## src/common/fps_pkg.sv

```systemverilog
// Package for the serial flash power-up and reset entry sequencer.
// Assumes a single 250 MHz system clock; no software registers.
package fps_pkg;

	// System clock period in picoseconds
	localparam int unsigned CLK_PERIOD_PS = 4000;

	// Power-up delay before program or erase is allowed, microseconds
	localparam int unsigned PGM_DELAY_US = 3000;
	localparam int unsigned PGM_DELAY_CYC =
		(PGM_DELAY_US * 1000000) / CLK_PERIOD_PS;

	// Least wait from threshold to chip select low for a read, microseconds
	localparam int unsigned READ_DELAY_US = 70;
	localparam int unsigned READ_DELAY_CYC =
		(READ_DELAY_US * 1000000 + CLK_PERIOD_PS - 1) / CLK_PERIOD_PS;

	// Width of the power-up counter
	localparam int unsigned CNT_W = 20;

	// SPI clock polarity encodings
	localparam logic MODE_0 = 1'b0;
	localparam logic MODE_3 = 1'b1;

	// Sequencer states
	typedef enum logic [1:0]
	{
		ST_RESET = 2'b00,
		ST_WAIT_EDGE = 2'b01,
		ST_STANDBY = 2'b10,
		ST_ACTIVE = 2'b11
	} fps_state_t;

	// Status bundle reported to the command logic
	typedef struct packed
	{
		logic ready;
		logic cmd_enable;
		logic pgm_allowed;
		logic spi_mode;
		logic active;
	} fps_status_t;

endpackage

```

## src/verilog/fps_top.sv

```systemverilog
// Power-up and reset entry sequencer of a serial flash SPI slave.
// Assumes RST comes from the internal power-on detector, synchronous to
// MCLK, and that the SPI pins are asynchronous and synchronised here.
`timescale 1ns/1ps
module fps_top
#(
	parameter int unsigned PGM_DELAY_CYC = fps_pkg::PGM_DELAY_CYC
)
(
	// Clock and reset
	input wire logic MCLK,
	input wire logic RST,
	// SPI pins from the host
	input wire logic CHIP_SELECT_N,
	input wire logic SCK,
	// Serial data output from the command core
	input wire logic CORE_SO,
	input wire logic CORE_SO_DRIVE,
	// Serial data output pin, enable low while driving
	output logic SO_DATA,
	output logic SO_OE_N,
	// Status towards the command core
	output fps_pkg::fps_status_t STATUS,
	output logic FRAME_START
);

	logic cs_n_s;
	logic sck_s;
	logic cs_n_prev_q;
	logic cs_n_prev_d;
	logic cs_fall;
	logic cs_rise;
	logic [2:0] warm_q;
	logic [2:0] warm_d;
	fps_pkg::fps_state_t state_q;
	fps_pkg::fps_state_t state_d;
	logic [fps_pkg::CNT_W-1:0] cnt_q;
	logic [fps_pkg::CNT_W-1:0] cnt_d;
	logic delay_done_q;
	logic delay_done_d;
	logic mode_q;
	logic mode_d;
	logic armed_q;
	logic armed_d;
	logic so_q;
	logic so_d;
	logic oe_n_q;
	logic oe_n_d;
	fps_pkg::fps_status_t stat_q;
	fps_pkg::fps_status_t stat_d;
	logic start_q;
	logic start_d;

	// Chip select idles high so no false edge appears at reset release
	fps_sync #(.RST_VAL(1'b1)) u_cs_sync
	(
		.clk(MCLK),
		.rst(RST),
		.din(CHIP_SELECT_N),
		.dout(cs_n_s)
	);

	fps_sync #(.RST_VAL(1'b0)) u_sck_sync
	(
		.clk(MCLK),
		.rst(RST),
		.din(SCK),
		.dout(sck_s)
	);

	// Edge detect on the synchronised chip select, the fall alone gated until both sync
	// stages and the previous-level flop hold real pin samples; a select
	// held low through reset would otherwise look like a fresh fall
	assign cs_fall = cs_n_prev_q & ~cs_n_s & warm_q[2];
	assign cs_rise = ~cs_n_prev_q & cs_n_s;

	// Warm-up shift and previous select level
	always_comb
	begin
		warm_d = {warm_q[1:0], 1'b1};
		cs_n_prev_d = cs_n_s;
	end

	// Power-up delay counter; counts only out of reset
	always_comb
	begin
		cnt_d = cnt_q;
		delay_done_d = delay_done_q;
		if (!delay_done_q)
		begin
			if (cnt_q >= PGM_DELAY_CYC[fps_pkg::CNT_W-1:0] - 20'h00001)
				delay_done_d = 1'b1;
			else
				cnt_d = cnt_q + 20'h00001;
		end
	end

	// Sequencer and mode capture
	always_comb
	begin
		state_d = state_q;
		mode_d = mode_q;
		armed_d = armed_q;
		start_d = 1'b0;
		if (cs_fall)
		begin
			mode_d = sck_s ? fps_pkg::MODE_3 : fps_pkg::MODE_0;
			armed_d = 1'b1;
			start_d = 1'b1;
		end
		else if (cs_rise)
			armed_d = 1'b0;
		// Mode is only rewritten on a falling edge, so it holds all frame
		unique case (state_q)
			fps_pkg::ST_RESET:
				state_d = fps_pkg::ST_WAIT_EDGE;
			fps_pkg::ST_WAIT_EDGE:
			begin
				if (delay_done_q)
					state_d = cs_n_s ? fps_pkg::ST_STANDBY : fps_pkg::ST_ACTIVE;
			end
			fps_pkg::ST_STANDBY:
			begin
				if (!cs_n_s)
					state_d = fps_pkg::ST_ACTIVE;
			end
			fps_pkg::ST_ACTIVE:
			begin
				if (cs_n_s)
					state_d = fps_pkg::ST_STANDBY;
			end
		endcase
	end

	// Output pin and status; output floats until a frame is armed
	always_comb
	begin
		so_d = 1'b0;
		oe_n_d = 1'b1;
		if (armed_d && !cs_n_s && CORE_SO_DRIVE)
		begin
			so_d = CORE_SO;
			oe_n_d = 1'b0;
		end
		// Commands only once a falling edge armed the frame
		stat_d.ready = (state_q != fps_pkg::ST_RESET);
		stat_d.cmd_enable = armed_d && !cs_n_s;
		// Program and erase gated by the internal power-up delay counter
		stat_d.pgm_allowed = delay_done_q;
		stat_d.spi_mode = mode_d;
		stat_d.active = (state_d == fps_pkg::ST_ACTIVE);
	end

	// Edge detector registers; warm-up keeps stale sync values out
	always_ff @(posedge MCLK)
	begin
		if (RST)
		begin
			cs_n_prev_q <= 1'b1;
			warm_q <= 3'h0;
		end
		else
		begin
			cs_n_prev_q <= cs_n_prev_d;
			warm_q <= warm_d;
		end
	end

	// Power-up delay registers
	always_ff @(posedge MCLK)
	begin
		if (RST)
		begin
			cnt_q <= 20'h00000;
			delay_done_q <= 1'b0;
		end
		else
		begin
			cnt_q <= cnt_d;
			delay_done_q <= delay_done_d;
		end
	end

	// Sequencer registers; reset blocks every command
	always_ff @(posedge MCLK)
	begin
		if (RST)
		begin
			state_q <= fps_pkg::ST_RESET;
			mode_q <= fps_pkg::MODE_0;
			armed_q <= 1'b0;
			start_q <= 1'b0;
		end
		else
		begin
			state_q <= state_d;
			mode_q <= mode_d;
			armed_q <= armed_d;
			start_q <= start_d;
		end
	end

	// Output registers; the pin floats through reset
	always_ff @(posedge MCLK)
	begin
		if (RST)
		begin
			so_q <= 1'b0;
			oe_n_q <= 1'b1;
			stat_q <= '0;
		end
		else
		begin
			so_q <= so_d;
			oe_n_q <= oe_n_d;
			stat_q <= stat_d;
		end
	end

	assign SO_DATA = so_q;
	assign SO_OE_N = oe_n_q;
	assign STATUS = stat_q;
	assign FRAME_START = start_q;

endmodule

```

## src/verilog/fps_sync.sv

```systemverilog
// Two-flop synchroniser for one pin level.
// Assumes the pin is asynchronous to MCLK.
`timescale 1ns/1ps
module fps_sync
#(
	parameter logic RST_VAL = 1'b0
)
(
	input wire logic clk,
	input wire logic rst,
	input wire logic din,
	output logic dout
);

	logic meta_q;
	logic meta_d;
	logic out_q;
	logic out_d;

	// Next values; first flop feeds only the second
	always_comb
	begin
		meta_d = din;
		out_d = meta_q;
	end

	// Register stage
	always_ff @(posedge clk)
	begin
		if (rst)
		begin
			meta_q <= RST_VAL;
			out_q <= RST_VAL;
		end
		else
		begin
			meta_q <= meta_d;
			out_q <= out_d;
		end
	end

	assign dout = out_q;

endmodule

```

## config.mk

```make
export PLATFORM = sky130hd
export DESIGN_NAME = fps_top
export DESIGN_NICKNAME = d
export VERILOG_FILES = /design/src/common/fps_pkg.sv /design/src/verilog/fps_top.sv /design/src/verilog/fps_sync.sv
export SDC_FILE = /design/constraint.sdc
export NUM_CORES = 1
export LEC_CHECK = 0
export BUFFER_PORTS_ARGS = -buffer_cell sky130_fd_sc_hd__buf_2
export CAP_MARGIN = 10
export CORE_MARGIN = 3
export CORE_UTILIZATION = 30
export DETAILED_ROUTE_END_ITERATION = 10
export GPL_TIMING_DRIVEN = 0
export PLACE_DENSITY_LB_ADDON = 0.12
export SYNTH_ARGS = -nofsm -noshare
export SYNTH_HDL_FRONTEND = slang
export SYNTH_SLANG_ARGS = --single-unit
```

## constraint.sdc

```tcl
create_clock -name MCLK -period 5.3 [get_ports MCLK]
set_input_delay 0 -clock MCLK [delete_from_list [all_inputs] [get_ports MCLK]]
set_output_delay 0 -clock MCLK [all_outputs]
set_load 0.005 [all_outputs]
```

### After elaboration in Yosys (flattened, before gate mapping)

Index checks and enable logic that the tools add are counted.

* flip-flop bits (word level): 40
* input port bits: 6
* output and inout bits: 8
* logic and storage cells: 54

* add/sub/neg operators: 1
* order comparisons: 1
* equal/unequal tests: 4
* muxes and demuxes: 14
* bitwise gates (word level): 8
* reductions and logical operators: 7

Operators with widths (number)
* adder 20 x 1 -> 20 bit (second input constant): 1
* greater-or-equal comparator 20 bit (second input constant): 1
* 2-to-1 mux 1 bit: 10
* case mux 2 bit (4 select lines): 1
* == test 2 bit (second input constant): 3
* 2-to-1 mux 2 bit: 3
* NOT 1 bit: 5
* bitwise AND 1 bit: 3
* == test 2 x 1 -> 1 bit (second input constant): 1
* logical AND 1 bit: 2
* logical NOT 2 bit: 1
* AND reduction 2 bit: 1
* nonzero test 2 bit: 1
* OR reduction 2 bit: 1
* logical NOT 1 bit: 1

### Depth between registers and ports, before layout

Gate-level depths: netlist of run 1.

* depth after elaboration: 8
* gate-level depth with buffers: 6
* depth with buffers taken out: 5

### Cells and area by module

A second synthesis of run 1 with hierarchy kept.

* cells, all modules: 189
* area, all modules: 1674.1 um2

Modules (own cells, without submodules)
* fps_top: times used 1, cells an instance 181, area an instance 1569.0 um2, sequential area each 720.7 um2
* fps_sync: times used 2, cells an instance 4, area an instance 52.6 um2, sequential area each 40.0 um2

### Worst setup path after synthesis of run 1

OpenSTA, ideal clock, no wires.

* path kind: reg-to-reg
* from: register cnt_q[0] (netlist name)
* to: register cnt_q[3] (netlist name)
* arrival: 1679 ps
* required time: 5179 ps
* setup slack: 3499 ps
* cell stages (with the launch flop): 6
* buffers on the path: 0
* period minus slack after synthesis: 1801 ps
* cells stage by stage: dfxtp_1 ha_1 a311oi_1 nor2_1 o32ai_1 mux2_4

* cells in the longest elaborated chain, start to end: 3

Ends and longest elaborated chain
* start: declaration: line fps_top.sv:37 `logic [fps_pkg::CNT_W-1:0] cnt_q;`
* start signal: assignment: line fps_top.sv:179 `cnt_q <= cnt_d;`
* greater-or-equal comparator 20 bit: line fps_top.sv:91 `if (cnt_q >= PGM_DELAY_CYC[fps_pkg::CNT_W-1:0] - 20'h00001)`
* NOT 1 bit (no source line)
* AND reduction 2 bit (no source line)

Several ways; a longest one is shown, not always the timed one.
A chain may end at the register's enable or synchronous reset.

### Worst setup path in the final report of run 1

Ends and elaborated chain as after synthesis.

==> results.yml, run 1 <==
worst_setup_path:
  critPathMaxFanout: 7
  startpoint_type: "register"
  cp-end-kind: "register"
  critPathArrivalTime_ns: 2.18
  worstSetupPathType: "register to register"
  ff2ff_path_depth: 5
  startpoint: "cnt_q[0]"
  r2r-start: "cnt_q[0]"
  cp.required_ns: 5.49
logic_synthesis:
  synthCells: 215
  synth-seq-cells: 40
  yosys_warnings: 0
  synth.top_cell.area_share: 0.430
  synth_ff_type: "dfxtp_1"
  synth.area.top_cells: "dfxtp_1, nor2b_1, nor2_1"
  async_flop_share: 0
  synth_area_sq_um: 1860
  ys_types: 48
  seq_area_frac_synth: 0.430
  synth_top_area_cell: "dfxtp_1"
  syn_area_per_cell_sq_um: 8.67
  synth_most_common_cell: "dfxtp_1"
  synth_enable_flop_cells: 0
  syn-num-nets: 222
  synth_common_cells: "dfxtp_1, nor2_1, nor2b_1"
sta:
  max_freq_mhz: 503
  slew_headroom: 0.616
  finalMaxSlewViolations: 0
  fin_crit_sh: 0.375
  post-route-min-period_ns: 1.99
  hold_violations: 0
  worst_slew_pin_slew_ns: 0.572
  rsz0062_at_grt: "no"
  finalSetupViolations: 0
  setup_tns_ns: 0
  finClkSkew_ns: 0.00718
power_and_ir_drop:
  power_density_nw_per_um2: 273
  p_leak_nw: 0.746
  power_mw: 0.594
  peakVddDrop_v: 0.000111
cts:
  cts_buffers: 5
  cts.path.max_buffers: 2
  post_cts_resized: 0
  cts-root-buf: "clkbuf_8"
  cts_tree: "done"
  clkTransAtPathRegs_ns: 0.08
  htreeDepth: 2
  cts_sinks: 40
  clock_latency_ns: 0.30
floorplan:
  coreArea_sq_um: 5960
  dieArea_sq_um: 7200
  ioPinCount: 14
  start_util: 0.313
  die_y_um: 84.8
  fp-row-count: 28
  die_x_um: 84.8
placed_design:
  gp_congestion: 0.766
  portBuffers: 12
  dp_hpwl_um: 3160
cells_and_area:
  n_antenna_cell: 0
  multi_input_area_sq_um: 971
  fin_nets: 245
  ff_latch_area_sq_um: 801
  drive_above_1_share: 0.159
  area_delta_synth_final_pct: 16.6
  fill_cells: 622
grt:
  grt_pass1_vias: 1529
  grt_start_max_net_pins: 15
  grtUsageTotal: 0.130
  grt_pass1_wl_um: 7540
  grt.overflow.total: 0
  antenna_found_initial: 0
worst_hold_path:
  hp-class: "primary input to register"
  holdCritStartpoint: "RST"
  hold_depth: 2
route:
  ant_nets: 0
  num_vias: 1635
  wl_per_cell_um: 14.2
  drc_errors: 0
  first_pass_iters: 4
  routed_wl_um: 4460
  via_per_inst: 5.21
  drtIter0Drc: 118
run_status:
  status: "completed"
flow_run:
  max-cap-violations: 0
-- sequential cells by signal, indices dropped and copies added, names as in the netlist --
signal and cells:
cnt_q 20, STATUS 5, warm_q 3, state_q 2, FRAME_START 1, SO_DATA 1
SO_OE_N 1, armed_q 1, cs_n_prev_q 1, delay_done_q 1, u_cs_sync.dout 1, u_cs_sync.meta_q 1
u_sck_sync.dout 1, u_sck_sync.meta_q 1
-- cell usage in the layout (no fill, tap or decap), drive strengths merged, types with 4 or more instances in the layout --
| cell type | Yosys | routed |
|---|---|---|
| or2 | 6 | 6 |
| nand3 | 10 | 10 |
| a21oi | 10 | 10 |
| buf | 9 | 21 |
| or4 | 5 | 5 |
| dfxtp | 40 | 40 |
| o31ai | 5 | 5 |
| nor2 | 20 | 20 |
| inv | 5 | 6 |
| nand2 | 15 | 15 |
| nor4 | 6 | 6 |
| mux2 | 6 | 6 |
| clkbuf | 5 | 10 |
| o211ai | 8 | 8 |
| nor2b | 16 | 16 |
| dlygate4sd3 | 0 | 4 |
| nand4 | 10 | 10 |
-- routing by layer --
| metal | up-vias | wire (um) | global-route usage |
|---|---|---|---|
| met5 | - | 0 | 0 |
| met2 | 28 | 2040 | 0.203 |
| li1 | 837 | - | - |
| met4 | 0 | 63 | 0.0475 |
| met3 | 6 | 171 | 0.0350 |
| met1 | 764 | 2190 | 0.173 |
-- layout make-up --
class | count | area share
Multi-Input combinational cell | 156 | 0.447
Sequential cell | 40 | 0.368
Timing Repair Buffer | 16 | 0.0461
Tap cell | 75 | 0.0432
Buffer | 14 | 0.0340
Clock buffer | 5 | 0.0317
Clock inverter | 3 | 0.0213
Inverter | 5 | 0.00864
-- worst max-delay path, cell delays in order, from the launching register on --
cell and delay [ns]:
dfxtp_1 0.37, ha_1 0.27, a311oi_1 0.40, nor2_1 0.14
o32ai_1 0.37, mux2_4 0.33
-- final timing paths --
check	end	slack, ns
setup / recovery	cnt_q[3]	3.31
hold / removal	STATUS[4]	0.23
setup reg to reg	cnt_q[3]	3.31
hold reg to reg	u_cs_sync.dout	0.41
-- power by group --
group | switching, mW | internal [mW] | total, mW | leakage [nW]
clock | 0.118 | 0.142 | 0.260 | 0.0548
sequential | 0.00393 | 0.306 | 0.310 | 0.325
combinational | 0.0137 | 0.0102 | 0.0240 | 0.366
-- metrics by stage --
step	cells	setup WS (ns)	hold slack, ns	utilization	instance area, sq um
2_1_floorplan	215	3.50	0.0619	-	1860
3_3_place_gp	302	3.29	0.177	0.339	2020
3_5_place_dp	302	3.32	0.185	0.339	2020
4_1_cts	314	3.30	0.230	0.365	2170
5_1_grt	314	3.11	0.240	0.365	2170
6_report	314	3.31	0.231	0.365	2170
-- logic make-up (layout without fill, tap and decap cells) --
kind of cell | Yosys count | in the layout | synth area share
flip-flops | 40 | 40 | 0.430
multiplexers | 8 | 8 | 0.0490
adder cells (fa/ha/maj) | 1 | 1 | 0.00671
buffers and inverters | 19 | 43 | 0.0497
AO/OA/AOI/OAI | 45 | 45 | 0.172
AND/OR/NAND/NOR | 102 | 102 | 0.293
-- timing repair --
item | CTS | global route
endpoints found under the hold margin | 4 | 0
buffers inserted | 0 | 0
hold buffers | 4 | 0
setup endpoints to repair | 0 | 0
(Power assumes the default switching activity.)
==> run 2: changes to the inputs <==
- ABC_AREA: unset -> 1
- clock period: 5.3 -> 1.9 ns (I/O delays scaled with it)
==> results.yml, run 2 <==
run_status:
  status: "completed"
logic_synthesis:
  seq_area_frac_synth: 0.430
  synth.top_cell.area_share: 0.430
  muxShareOfSynthArea: 0
  syn-num-nets: 263
  synth_xor_area_frac: 0.0564
  synth_ff_type: "dfxtp_1"
  synth_top_area_cell: "dfxtp_1"
  synth-seq-cells: 40
  synth.area.top_cells: "dfxtp_1, nand2_1, nor2_1"
  ys_types: 26
  synth_enable_flop_cells: 0
  synthAdderAreaFrac: 0.00672
  synth_common_cells: "nand2_1, nor2_1, dfxtp_1"
  syn_area_per_cell_sq_um: 7.28
  synth_simple_gate_area_frac: 0.351
  synth-compound-area-share: 0.0839
  synth_top_family_by_area: "simple AND/OR/NAND/NOR gates"
  synth_most_common_cell: "nand2_1"
  yosys_warnings: 0
  synth_area_sq_um: 1860
  synthCells: 256
  async_flop_share: 0
cts:
  cts.path.max_buffers: 2
  cts_sinks: 40
  cts_buffers: 5
  clkTransAtPathRegs_ns: 0.08
  clock_latency_ns: 0.29
  cts_tree: "done"
  htreeDepth: 2
  cts-root-buf: "clkbuf_8"
worst_setup_path:
  slowest_stage: "dfxtp_2"
  ff2ff_setup_slack_ns: 0.21
  path_cells: "ha_4 > nand3_2 > nor2_1 > nand2_1 > nand2_2 > nand2_4 > nand2_4 > buf_6 > nand2_1 > a21oi_2"
  worstSetupPathType: "register to register"
  critPathArrivalTime_ns: 1.92
  critPathMaxFanout: 10
  cp-end-kind: "register"
  ff2ff_path_depth: 10
  cp.required_ns: 2.12
  r2r-start: "cnt_q[0]"
  max_stage_delay_ns: 0.44
  r2r_end: "cnt_q[14]"
  startpoint_type: "register"
cells_and_area:
  multi_input_area_sq_um: 941
  regMostFlops: "cnt_q"
  fin_nets: 287
  layout_common_cells: "nand2_1, nor2_1, dfxtp_1"
  area_delta_synth_final_pct: 16.1
  finalInstanceArea_sq_um: 2160
  mostFrequentLayoutCell: "nand2_1"
  fill_cells: 646
  final_cells: 356
  fin_util: 0.363
  largest_reg_flops: 20
  drive_above_1_share: 0.174
  ff_latch_area_sq_um: 802
  n_antenna_cell: 0
sta:
  slew_headroom: 0.587
  fin_ws_ns: 0.206
  finalSetupViolations: 0
  hold_violations: 0
  rsz0062_at_grt: "no"
  finClkSkew_ns: 0.00930
  max_freq_mhz: 590
  post-route-min-period_ns: 1.69
  finalMaxSlewViolations: 0
  setup_tns_ns: 0
  worst_slew_pin_slew_ns: 0.620
  fin_crit_sh: 0.891
floorplan:
  die_x_um: 84.8
  start_util: 0.313
  dieArea_sq_um: 7190
  die_y_um: 84.8
  ioPinCount: 14
  fp-row-count: 28
  coreArea_sq_um: 5960
grt:
  grtUsageTotal: 0.121
  grt_pass1_wl_um: 6880
  grt_start_max_net_pins: 14
  grt_pass1_vias: 1486
  grt.overflow.total: 0
  antenna_found_initial: 0
flow_run:
  max-cap-violations: 0
placed_design:
  place_inst: 344
  placed_cell_area_sq_um: 2020
  gp_congestion: 0.856
  dp_hpwl_um: 2930
  portBuffers: 13
  dp_slack_ns: -0.0376
route:
  num_vias: 1558
  ant_nets: 0
  wl_per_cell_um: 11.5
  first_pass_iters: 4
  via_per_inst: 4.38
  routed_wl_um: 4090
  drc_errors: 0
  drtIter0Drc: 93
worst_hold_path:
  holdCritStartpoint: "RST"
  hold_depth: 2
  hp-class: "primary input to register"
  hold_end: "warm_q[0]"
power_and_ir_drop:
  peakVddDrop_v: 0.000319
  power_density_nw_per_um2: 688
  p_leak_nw: 0.854
[run 2: area by class of cell]
class,count,area share
well taps,75,0.0434
plain buffers,8,0.0220
flip-flops and latches,40,0.371
multi-input cells,185,0.435
inverters,23,0.0399
repair buffers,17,0.0486
clock buffers,5,0.0318
clock inverters,3,0.00868
[run 2: timing repair]
item                                    CTS  global route
hold buffers                              4             0
endpoints found under the setup margin   11            19
gates resized for setup                   1             2
endpoints found under the hold margin     4             0
buffers inserted                          0             0
[run 2: critical path: cells and delay by family, from the launching register on]
kind	cells	cell delay (ns)
fa+ha+maj	1	0.21
simple gates	7	0.69
buf+inv	1	0.17
compound gates	1	0.12
flops	1	0.44
[run 2: report_power, final]
group	switching, mW	internal, mW
Combinational	0.0316	0.0258
Sequential	0.0137	0.854
Clock	0.308	0.256
Total	0.353	1.14
[run 2: cell families (layout without fill, tap and decap cells)]
family | Yosys count | count (layout)
AO/OA/AOI/OAI | 23 | 23
XOR/XNOR | 12 | 12
buffers and inverters | 31 | 56
AND/OR/NAND/NOR | 149 | 149
flip-flops | 40 | 40
adder cells (fa/ha/maj) | 1 | 1
[run 2: routing by layer]
metal,GRT usage,wire length [um],vias up
met5,0,0,-
met4,0.0403,53,0
met3,0.0304,125,5
met2,0.187,1820,13
met1,0.163,2090,692
li1,-,-,848
[run 2: worst max path at each step]
stage	startpoint	endpoint	slack, ns	cells after the start
after CTS	cnt_q[0]	cnt_q[17]	0.02	10
after global placement	cnt_q[0]	cnt_q[16]	-0.03	9
after detailed placement	cnt_q[0]	cnt_q[17]	-0.04	10
after global routing	cnt_q[0]	cnt_q[14]	0.05	10
final	cnt_q[0]	cnt_q[14]	0.21	10
after floorplan	cnt_q[0]	cnt_q[12]	0.36	9
[run 2: through the flow]
step,hold slack (ns),total power [mW]
floorplan,0.0892,0.916
global placement,0.190,0.936
detailed placement,0.196,0.937
CTS,0.0227,1.51
global route,0.0477,1.56
finish,0.0293,1.49
